**config.mk**
```make
export PLATFORM = sky130hd
export DESIGN_NAME = tig_top
export DESIGN_NICKNAME = d
export VERILOG_FILES = /design/src/hdl/tig_pkg.sv /design/src/hdl/tig_top.sv
export VERILOG_INCLUDE_DIRS = /design/src /design/src/hdl
export SDC_FILE = /design/constraint.sdc
export NUM_CORES = 1
export LEC_CHECK = 0
export BUFFER_PORTS_ARGS = -buffer_cell sky130_fd_sc_hd__buf_2
export CAP_MARGIN = 20
export CORE_MARGIN = 1
export CORE_UTILIZATION = 30
export DETAILED_ROUTE_END_ITERATION = 8
export PLACE_DENSITY = 0.56
export SYNTH_ARGS = -nofsm -noshare
export SYNTH_HDL_FRONTEND = slang
export SYNTH_SLANG_ARGS = --single-unit
```
**constraint.sdc**
```tcl
create_clock -name clk_in -period 1.4 [get_ports clk_in]
set_input_delay 0.07 -clock clk_in [delete_from_list [all_inputs] [get_ports clk_in]]
set_output_delay 0.07 -clock clk_in [all_outputs]
set_load 0.005 [all_outputs]
```
**src/hdl/tig_consts.svh**
```systemverilog
`ifndef TIG_CONSTS_SVH
`define TIG_CONSTS_SVH

// Register offsets on the serial port's internal register path
`define TIG_ADDR_DRV_ON    8'h01
`define TIG_ADDR_BLK_IEN   8'h20
`define TIG_ADDR_BLK_ISTAT 8'h21

// Field positions of the driver-on register
`define TIG_DRV_CH0_BIT    0
`define TIG_DRV_CH1_BIT    1

// Reset values
`define TIG_DRV_ON_RST     2'h0
`define TIG_BLK_IEN_RST    8'h00
`define TIG_BLK_ISTAT_RST  8'h00

`endif

```
**src/hdl/tig_pkg.sv**
```systemverilog
package tig_pkg;

    // One access from the serial port's register front end
    typedef struct packed {
        logic       wr;
        logic       rd;
        logic [7:0] addr;
        logic [7:0] wdata;
    } tig_reg_req_t;

endpackage

```
**src/hdl/tig_top.sv**
```systemverilog
// Behaviour
// Driver-on bit 1 enables channel 1 driver
// Driver-on bit 0 enables channel 0 driver
// Hardware enable pin must be high
// Block interrupt enable at 0x20, bits 2:0
// Disabled channel raises no interrupt at all
// Source needs source and block enable set
// Every channel bit gates its own channel
// Pending bit stays until source status read
// Request output follows any pending enabled channel
`timescale 1ns/1ps
`include "tig_consts.svh"
module tig_top
    import tig_pkg::*;
#(
    parameter int NCH = 3
) (
    input  wire logic            clk_in,
    input  wire logic            rst_b_in,
    input  wire tig_reg_req_t    reg_req_in,
    output logic [7:0]           reg_rdata_out,
    input  wire logic            hw_driver_enable_pin_ch0_in,
    input  wire logic            hw_driver_enable_pin_ch1_in,
    input  wire logic [1:0]      tx_pos_in,
    input  wire logic [1:0]      tx_neg_in,
    output logic                 line_out_pos_ch0_out,
    output logic                 line_out_pos_ch0_oe_b_out,
    output logic                 line_out_neg_ch0_out,
    output logic                 line_out_neg_ch0_oe_b_out,
    output logic                 line_out_pos_ch1_out,
    output logic                 line_out_pos_ch1_oe_b_out,
    output logic                 line_out_neg_ch1_out,
    output logic                 line_out_neg_ch1_oe_b_out,
    input  wire logic [NCH-1:0]  src_event_in,
    input  wire logic [NCH-1:0]  src_enable_in,
    input  wire logic [NCH-1:0]  src_status_read_in,
    output logic                 irq_out
);

    // Channel count sets field widths in 8-bit registers
    if (NCH < 1 || NCH > 8) begin : g_bad_nch
        $error("tig_top: NCH must be 1 to 8");
    end

    // Register, synchroniser and output state
    logic [1:0]     drv_q;
    logic [1:0]     drv_d;
    logic [NCH-1:0] ien_q;
    logic [NCH-1:0] ien_d;
    logic [NCH-1:0] pend_q;
    logic [NCH-1:0] pend_d;
    logic [7:0]     rdata_q;
    logic [7:0]     rdata_d;
    logic [1:0]     pin_s1_q;
    logic [1:0]     pin_s2_q;
    logic [1:0]     pos_q;
    logic [1:0]     neg_q;
    logic [1:0]     oe_b_q;
    logic           irq_q;

    // True when the request targets the given offset
    function automatic logic hit(input tig_reg_req_t r, input logic [7:0] a);
        return r.addr == a;
    endfunction

    // Address decode
    wire wr_drv  = reg_req_in.wr && hit(reg_req_in, `TIG_ADDR_DRV_ON);
    wire wr_ien  = reg_req_in.wr && hit(reg_req_in, `TIG_ADDR_BLK_IEN);
    wire rd_drv  = reg_req_in.rd && hit(reg_req_in, `TIG_ADDR_DRV_ON);
    wire rd_ien  = reg_req_in.rd && hit(reg_req_in, `TIG_ADDR_BLK_IEN);
    wire rd_stat = reg_req_in.rd && hit(reg_req_in, `TIG_ADDR_BLK_ISTAT);

    // Driver live only with register bit and pin both high
    wire [1:0] drv_act = drv_q & pin_s2_q; // see R1 see R2

    // Gated interrupt set: source enable and block enable
    wire [NCH-1:0] pend_set = src_event_in & src_enable_in & ien_q;
    wire [NCH-1:0] pend_hot = pend_q & ien_q; // see R5

    // Register and pending next values; set beats clear
    assign drv_d  = wr_drv ? reg_req_in.wdata[1:0] : drv_q; // see R1
    assign ien_d  = wr_ien ? reg_req_in.wdata[NCH-1:0] : ien_q;
    assign pend_d = pend_set | (pend_q & ~src_status_read_in);
    assign rdata_d = rd_drv  ? {6'h00, drv_q} :
                     rd_ien  ? 8'({ien_q}) :
                     rd_stat ? 8'({pend_q}) :
                     reg_req_in.rd ? 8'h00 : rdata_q;

    // Control registers
    always_ff @(posedge clk_in) begin
        if (!rst_b_in) begin
            drv_q   <= `TIG_DRV_ON_RST;
            ien_q   <= NCH'(`TIG_BLK_IEN_RST);
            pend_q  <= NCH'(`TIG_BLK_ISTAT_RST);
            rdata_q <= 8'h00;
        end else begin
            drv_q   <= drv_d;
            ien_q   <= ien_d;
            pend_q  <= pend_d;
            rdata_q <= rdata_d;
        end
    end

    // Pin synchroniser; the enable pins are asynchronous
    always_ff @(posedge clk_in) begin
        if (!rst_b_in) begin
            pin_s1_q <= 2'h0;
            pin_s2_q <= 2'h0;
        end else begin
            pin_s1_q <= {hw_driver_enable_pin_ch1_in,
                         hw_driver_enable_pin_ch0_in};
            pin_s2_q <= pin_s1_q;
        end
    end

    // Line outputs; data held low while tri-stated
    always_ff @(posedge clk_in) begin
        if (!rst_b_in) begin
            pos_q  <= 2'h0;
            neg_q  <= 2'h0;
            oe_b_q <= 2'h3;
            irq_q  <= 1'b0;
        end else begin
            pos_q  <= tx_pos_in & drv_act;
            neg_q  <= tx_neg_in & drv_act;
            oe_b_q <= ~drv_act; // see R1
            irq_q  <= |pend_hot;
        end
    end

    // Outputs straight from flops; both legs share one enable
    assign reg_rdata_out             = rdata_q;
    assign line_out_pos_ch0_out      = pos_q[`TIG_DRV_CH0_BIT];
    assign line_out_neg_ch0_out      = neg_q[`TIG_DRV_CH0_BIT];
    assign line_out_pos_ch1_out      = pos_q[`TIG_DRV_CH1_BIT];
    assign line_out_neg_ch1_out      = neg_q[`TIG_DRV_CH1_BIT];
    assign line_out_pos_ch0_oe_b_out = oe_b_q[`TIG_DRV_CH0_BIT];
    assign line_out_neg_ch0_oe_b_out = oe_b_q[`TIG_DRV_CH0_BIT];
    assign line_out_pos_ch1_oe_b_out = oe_b_q[`TIG_DRV_CH1_BIT];
    assign line_out_neg_ch1_oe_b_out = oe_b_q[`TIG_DRV_CH1_BIT];
    // One cycle of latency trades for a glitch-free request
    assign irq_out                   = irq_q;

    // Checks; outputs are registered, so each answer lands one edge on

    // A switched-off channel 1 driver floats both legs
    a_drv1_off_tristate: assert property (@(posedge clk_in)
        disable iff (!rst_b_in)
        !drv_q[1] |=> line_out_pos_ch1_oe_b_out && line_out_neg_ch1_oe_b_out)
        else $error("ch1 driver not tri-stated");

    // A switched-off channel 0 driver floats both legs
    a_drv0_off_tristate: assert property (@(posedge clk_in)
        disable iff (!rst_b_in)
        !drv_q[0] |=> line_out_pos_ch0_oe_b_out && line_out_neg_ch0_oe_b_out)
        else $error("ch0 driver not tri-stated");

    // Register bit and synced pin together turn channel 0 on
    a_drv0_on_drives: assert property (@(posedge clk_in)
        disable iff (!rst_b_in)
        drv_q[0] && pin_s2_q[0]
        |=> !line_out_pos_ch0_oe_b_out && !line_out_neg_ch0_oe_b_out)
        else $error("ch0 driver not enabled");

    // A low pin overrides the register bit
    a_pin_low_off: assert property (@(posedge clk_in)
        disable iff (!rst_b_in)
        !pin_s2_q[1]
        |=> line_out_pos_ch1_oe_b_out && line_out_neg_ch1_oe_b_out)
        else $error("ch1 driven with pin low");

    // Back-to-back write and read returns the writable bits only
    a_ien_write_read: assert property (@(posedge clk_in)
        disable iff (!rst_b_in)
        wr_ien && !reg_req_in.rd ##1 rd_ien
        |=> reg_rdata_out == 8'($past(reg_req_in.wdata[NCH-1:0], 2)))
        else $error("block enable readback wrong");

    // All channels masked: the request line stays quiet
    a_ien_disable_quiet: assert property (@(posedge clk_in)
        disable iff (!rst_b_in)
        ien_q == '0 ##1 ien_q == '0 |-> !irq_out)
        else $error("irq with all channels disabled");

    // No pending bit without both enables
    a_src_gate_set: assert property (@(posedge clk_in)
        disable iff (!rst_b_in)
        !pend_q[0] && !(src_enable_in[0] && ien_q[0]) |=> !pend_q[0])
        else $error("pending set without both enables");

    // Channel 1 enable passes its own events
    a_chan_own_gate: assert property (@(posedge clk_in)
        disable iff (!rst_b_in)
        src_event_in[1] && src_enable_in[1] && ien_q[1] |=> pend_q[1])
        else $error("ch1 event lost");

    // Pending survives until its status read
    a_pend_sticky: assert property (@(posedge clk_in)
        disable iff (!rst_b_in)
        pend_q[0] && !src_status_read_in[0] |=> pend_q[0])
        else $error("pending dropped without read");

    // Request raised for any pending enabled channel
    a_irq_follow: assert property (@(posedge clk_in)
        disable iff (!rst_b_in)
        (pend_q & ien_q) != '0 |=> irq_out)
        else $error("irq missing");

    // Request dropped once nothing enabled is pending
    a_irq_clear: assert property (@(posedge clk_in)
        disable iff (!rst_b_in)
        (pend_q & ien_q) == '0 |=> !irq_out)
        else $error("irq stuck after clear");

    // Main scenarios worth seeing in a run
    c_drv_on: cover property (@(posedge clk_in)
        disable iff (!rst_b_in) !line_out_pos_ch1_oe_b_out);
    c_irq_raise: cover property (@(posedge clk_in)
        disable iff (!rst_b_in) $rose(irq_out));
    c_irq_fall: cover property (@(posedge clk_in)
        disable iff (!rst_b_in) $fell(irq_out));
    c_set_clear: cover property (@(posedge clk_in)
        disable iff (!rst_b_in) |(pend_set & src_status_read_in));
    c_ien_back2back: cover property (@(posedge clk_in)
        disable iff (!rst_b_in) wr_ien ##1 rd_ien);

endmodule

```
==> out/qor.yml <==
ir_drop_mv: 0.6873
worstPathArrival_ns: 1.39
maxClockFrequency_ghz: 0.8689
grt_first_pass_wirelength_um: 2718
numPortBuffers: 41
final.setup.tns_ns: 0
number_of_buffers_on_the_longest_clock_path: 2
final.setup_skew_ns: 0.002633
core.rowCount: 19
dieHeight_um: 57.26
worstHoldPathType: "input pin to flop"
area_inside_the_core_boundary_mm2: 0.002829
n_fill_cell: 292
synthCells: 95
hpwl_um: 1292
place.detailed.instances: 162
number_of_failing_hold_endpoints_at_the_final_stage: 0
drc: 11
post_cts_hold_buffer_count: 6
result_of_the_run: "finished with violations"
grt_remaining_overflow: 0
critical-path-top-delay-family: "simple AND/OR/NAND/NOR gates"
num_io_pins: 52
period_needed_ns: 1.151
cp_max_fo: 4
ys_seq_elements: 22
clkSinkCount: 22
failed_checks: "DRC"
path_clk_slew_ns: 0.11
power_density_mw_per_mm2: 980.5
finalMaxSlewViolations: 0
grt_pass1_vias: 675
n_antenna_cell: 0
max-cap-violations: 0
initial_core_util: 0.3238
worstSkewPairLatency_ns: 0.30
route.detailed.vias_per_inst: 4.494
ordered_cell_list_for_the_critical_path: "a21oi_1 > or4_1 > o21ai_0"
most-common-layout-cells: "41 x sky130_fd_sc_hd__buf_2, 22 x sky130_fd_sc_hd__dfxtp_1, 10 x sky130_fd_sc_hd__nand2_1, 6 x sky130_fd_sc_hd__mux2i_1, 6 x sky130_fd_sc_hd__dlygate4sd3_1"
postCtsSetupBuffers: 0
synthesized_cell_area_um2: 915.9
standby_leakage_power_nw: 0.5620
worst-endpoint-required_ns: 1.64
grt_max_degree: 24
ant_nets: 0
final_common_cell: "sky130_fd_sc_hd__buf_2"
yosysSeqAreaShare: 0.4809
place_congestion: 0.7207
fin_nets: 177
finalSetupViolCount: 0
layoutNonFillerInstCount: 172
yosys_warnings: 0
antenna_found_initial: 0
vias: 773
h-tree-depth: 1
netlist-cell-type-count: 28
critical_path.max_stage_delay_ns: 0.47
cp-start-kind: "flop"
die_width_um: 57.26
wl_per_cell_um: 9.634
detailedRoute.firstIterationViolations: 22
area_delta_synth_final_pct: 33.61
rsz0062_at_grt: "no"
avgSynthCellArea_um2: 9.641
cts_root_buffer: "sky130_fd_sc_hd__clkbuf_4"
final.period_utilization: 0.8221
tritoncts: "done"
finalWirelength_um: 1657
numCtsBuffers: 3
drt-pass1-iter-count: 6
final_layout_size_suffix_gt1_frac: 0.3475
timing_worst_setup_path_type: "flop to flop"
setup_crit_end_kind: "flop"
cts_resized: 0
gr-usage-all-layers: 0.1084
crit_slowest_cell: "sky130_fd_sc_hd__or4_1"
die-area_mm2: 0.003278
worstPathBufferInverterCount: 0
-- per-stage QoR --
step,utilization,power (mW),area (µm²),setup WS [ns],hold WS [ns]
2_1_floorplan,-,0.6954,930.9,0.07367,0.1822
3_3_place_gp,0.3927,0.7336,1111,0.01598,0.2815
3_5_place_dp,0.3927,0.7347,1111,-0.003371,0.2808
4_1_cts,0.4326,1.222,1224,0.2423,0.009443
5_1_grt,0.4326,1.260,1224,0.1553,0.01238
6_report,0.4326,1.200,1224,0.2491,0.01855
-- cell usage after synthesis --
| cell | instances | area share |
|---|---|---|
| sky130_fd_sc_hd__dfxtp_1 | 22 | 0.48 |
| sky130_fd_sc_hd__nand2_1 | 10 | 0.041 |
| sky130_fd_sc_hd__buf_4 | 7 | 0.057 |
| sky130_fd_sc_hd__mux2i_1 | 6 | 0.066 |
| sky130_fd_sc_hd__inv_1 | 5 | 0.020 |
| sky130_fd_sc_hd__nand3_1 | 5 | 0.027 |
| sky130_fd_sc_hd__and2_1 | 4 | 0.027 |
| sky130_fd_sc_hd__nand2b_1 | 4 | 0.027 |
| sky130_fd_sc_hd__nor2_1 | 4 | 0.016 |
| sky130_fd_sc_hd__a21boi_0 | 3 | 0.025 |
| sky130_fd_sc_hd__a21oi_1 | 2 | 0.011 |
| sky130_fd_sc_hd__and3b_1 | 2 | 0.019 |
| sky130_fd_sc_hd__clkbuf_1 | 2 | 0.0082 |
| sky130_fd_sc_hd__nand3b_1 | 2 | 0.016 |
| sky130_fd_sc_hd__nor2b_1 | 2 | 0.014 |
| sky130_fd_sc_hd__o311ai_0 | 2 | 0.019 |
| sky130_fd_sc_hd__or4_1 | 2 | 0.016 |
| sky130_fd_sc_hd__a222oi_1 | 1 | 0.011 |
| sky130_fd_sc_hd__buf_6 | 1 | 0.012 |
| sky130_fd_sc_hd__conb_1 | 1 | 0.0041 |
| sky130_fd_sc_hd__nor4_1 | 1 | 0.0068 |
| sky130_fd_sc_hd__nor4_4 | 1 | 0.023 |
| sky130_fd_sc_hd__o21a_1 | 1 | 0.0082 |
| sky130_fd_sc_hd__o21ai_0 | 1 | 0.0055 |
| sky130_fd_sc_hd__o21ai_1 | 1 | 0.0055 |
| sky130_fd_sc_hd__or3_1 | 1 | 0.0068 |
| sky130_fd_sc_hd__or3_4 | 1 | 0.012 |
| sky130_fd_sc_hd__or4_4 | 1 | 0.012 |
-- per-layer routing --
layer	wire length (µm)	vias up	global-route usage	part of all wire
met1	725	339	0.1185	0.44
met4	0	0	0.02091	0
met3	99	0	0.04082	0.060
li1	-	404	-	-
met5	0	-	0	0
met2	833	30	0.2000	0.50
-- cells by family after synthesis --
group	count (synthesis)	share of synthesized area
other cells	1	0.004094
simple gates	40	0.2664
buf+inv	15	0.09836
compound gates	11	0.08469
mux	6	0.06558
flops	22	0.4809
-- layout make-up --
| class | count | area, µm² | area share |
|---|---|---|---|
| Timing Repair Buffer | 48 | 272.8 | 0.2229 |
| Tap cell | 31 | 38.79 | 0.03170 |
| Inverter | 5 | 18.77 | 0.01534 |
| Sequential cell | 22 | 440.4 | 0.3599 |
| Clock buffer | 3 | 22.52 | 0.01840 |
| Multi-Input combinational cell | 62 | 400.4 | 0.3272 |
| Clock inverter | 1 | 30.03 | 0.02454 |
-- final timing paths --
| path | from | endpoint | slack (ns) | depth (start not counted) |
|---|---|---|---|---|
| setup / recovery | ien_q[1]$_SDFFE_PN0P_ | reg_rdata_out[1]$_SDFFE_PN0P_ | 0.25 | 3 |
| hold / removal | reg_req_in[2] | ien_q[2]$_SDFFE_PN0P_ | 0.02 | 3 |
| setup reg to reg | ien_q[1]$_SDFFE_PN0P_ | reg_rdata_out[1]$_SDFFE_PN0P_ | 0.25 | 3 |
| hold reg to reg | pin_s1_q[0]$_SDFF_PN0_ | pin_s2_q[0]$_SDFF_PN0_ | 0.44 | 1 |
-- registers in the layout, indices dropped and copies added, names as in the netlist --
register / cells
pin_s2_q: 2
reg_rdata_out: 3
pos_q: 2
oe_b_q: 2
neg_q: 2
pend_q: 3
pin_s1_q: 2
irq_out: 1
drv_q: 2
ien_q: 3
-- power by group --
part	switching [mW]	total, mW	leakage (nW)	internal (mW)
combinational	0.0434	0.100	0.356	0.0566
clock	0.178	0.467	0.0279	0.289
sequential	0.00122	0.632	0.178	0.631
total	0.223	1.20	0.562	0.977
-- worst register-to-register path: stages (launching register included) --
cell and delay (ns):
sky130_fd_sc_hd__dfxtp_1 0.40, sky130_fd_sc_hd__a21oi_1 0.07, sky130_fd_sc_hd__or4_1 0.47, sky130_fd_sc_hd__o21ai_0 0.15
(Power assumes the default switching activity.)
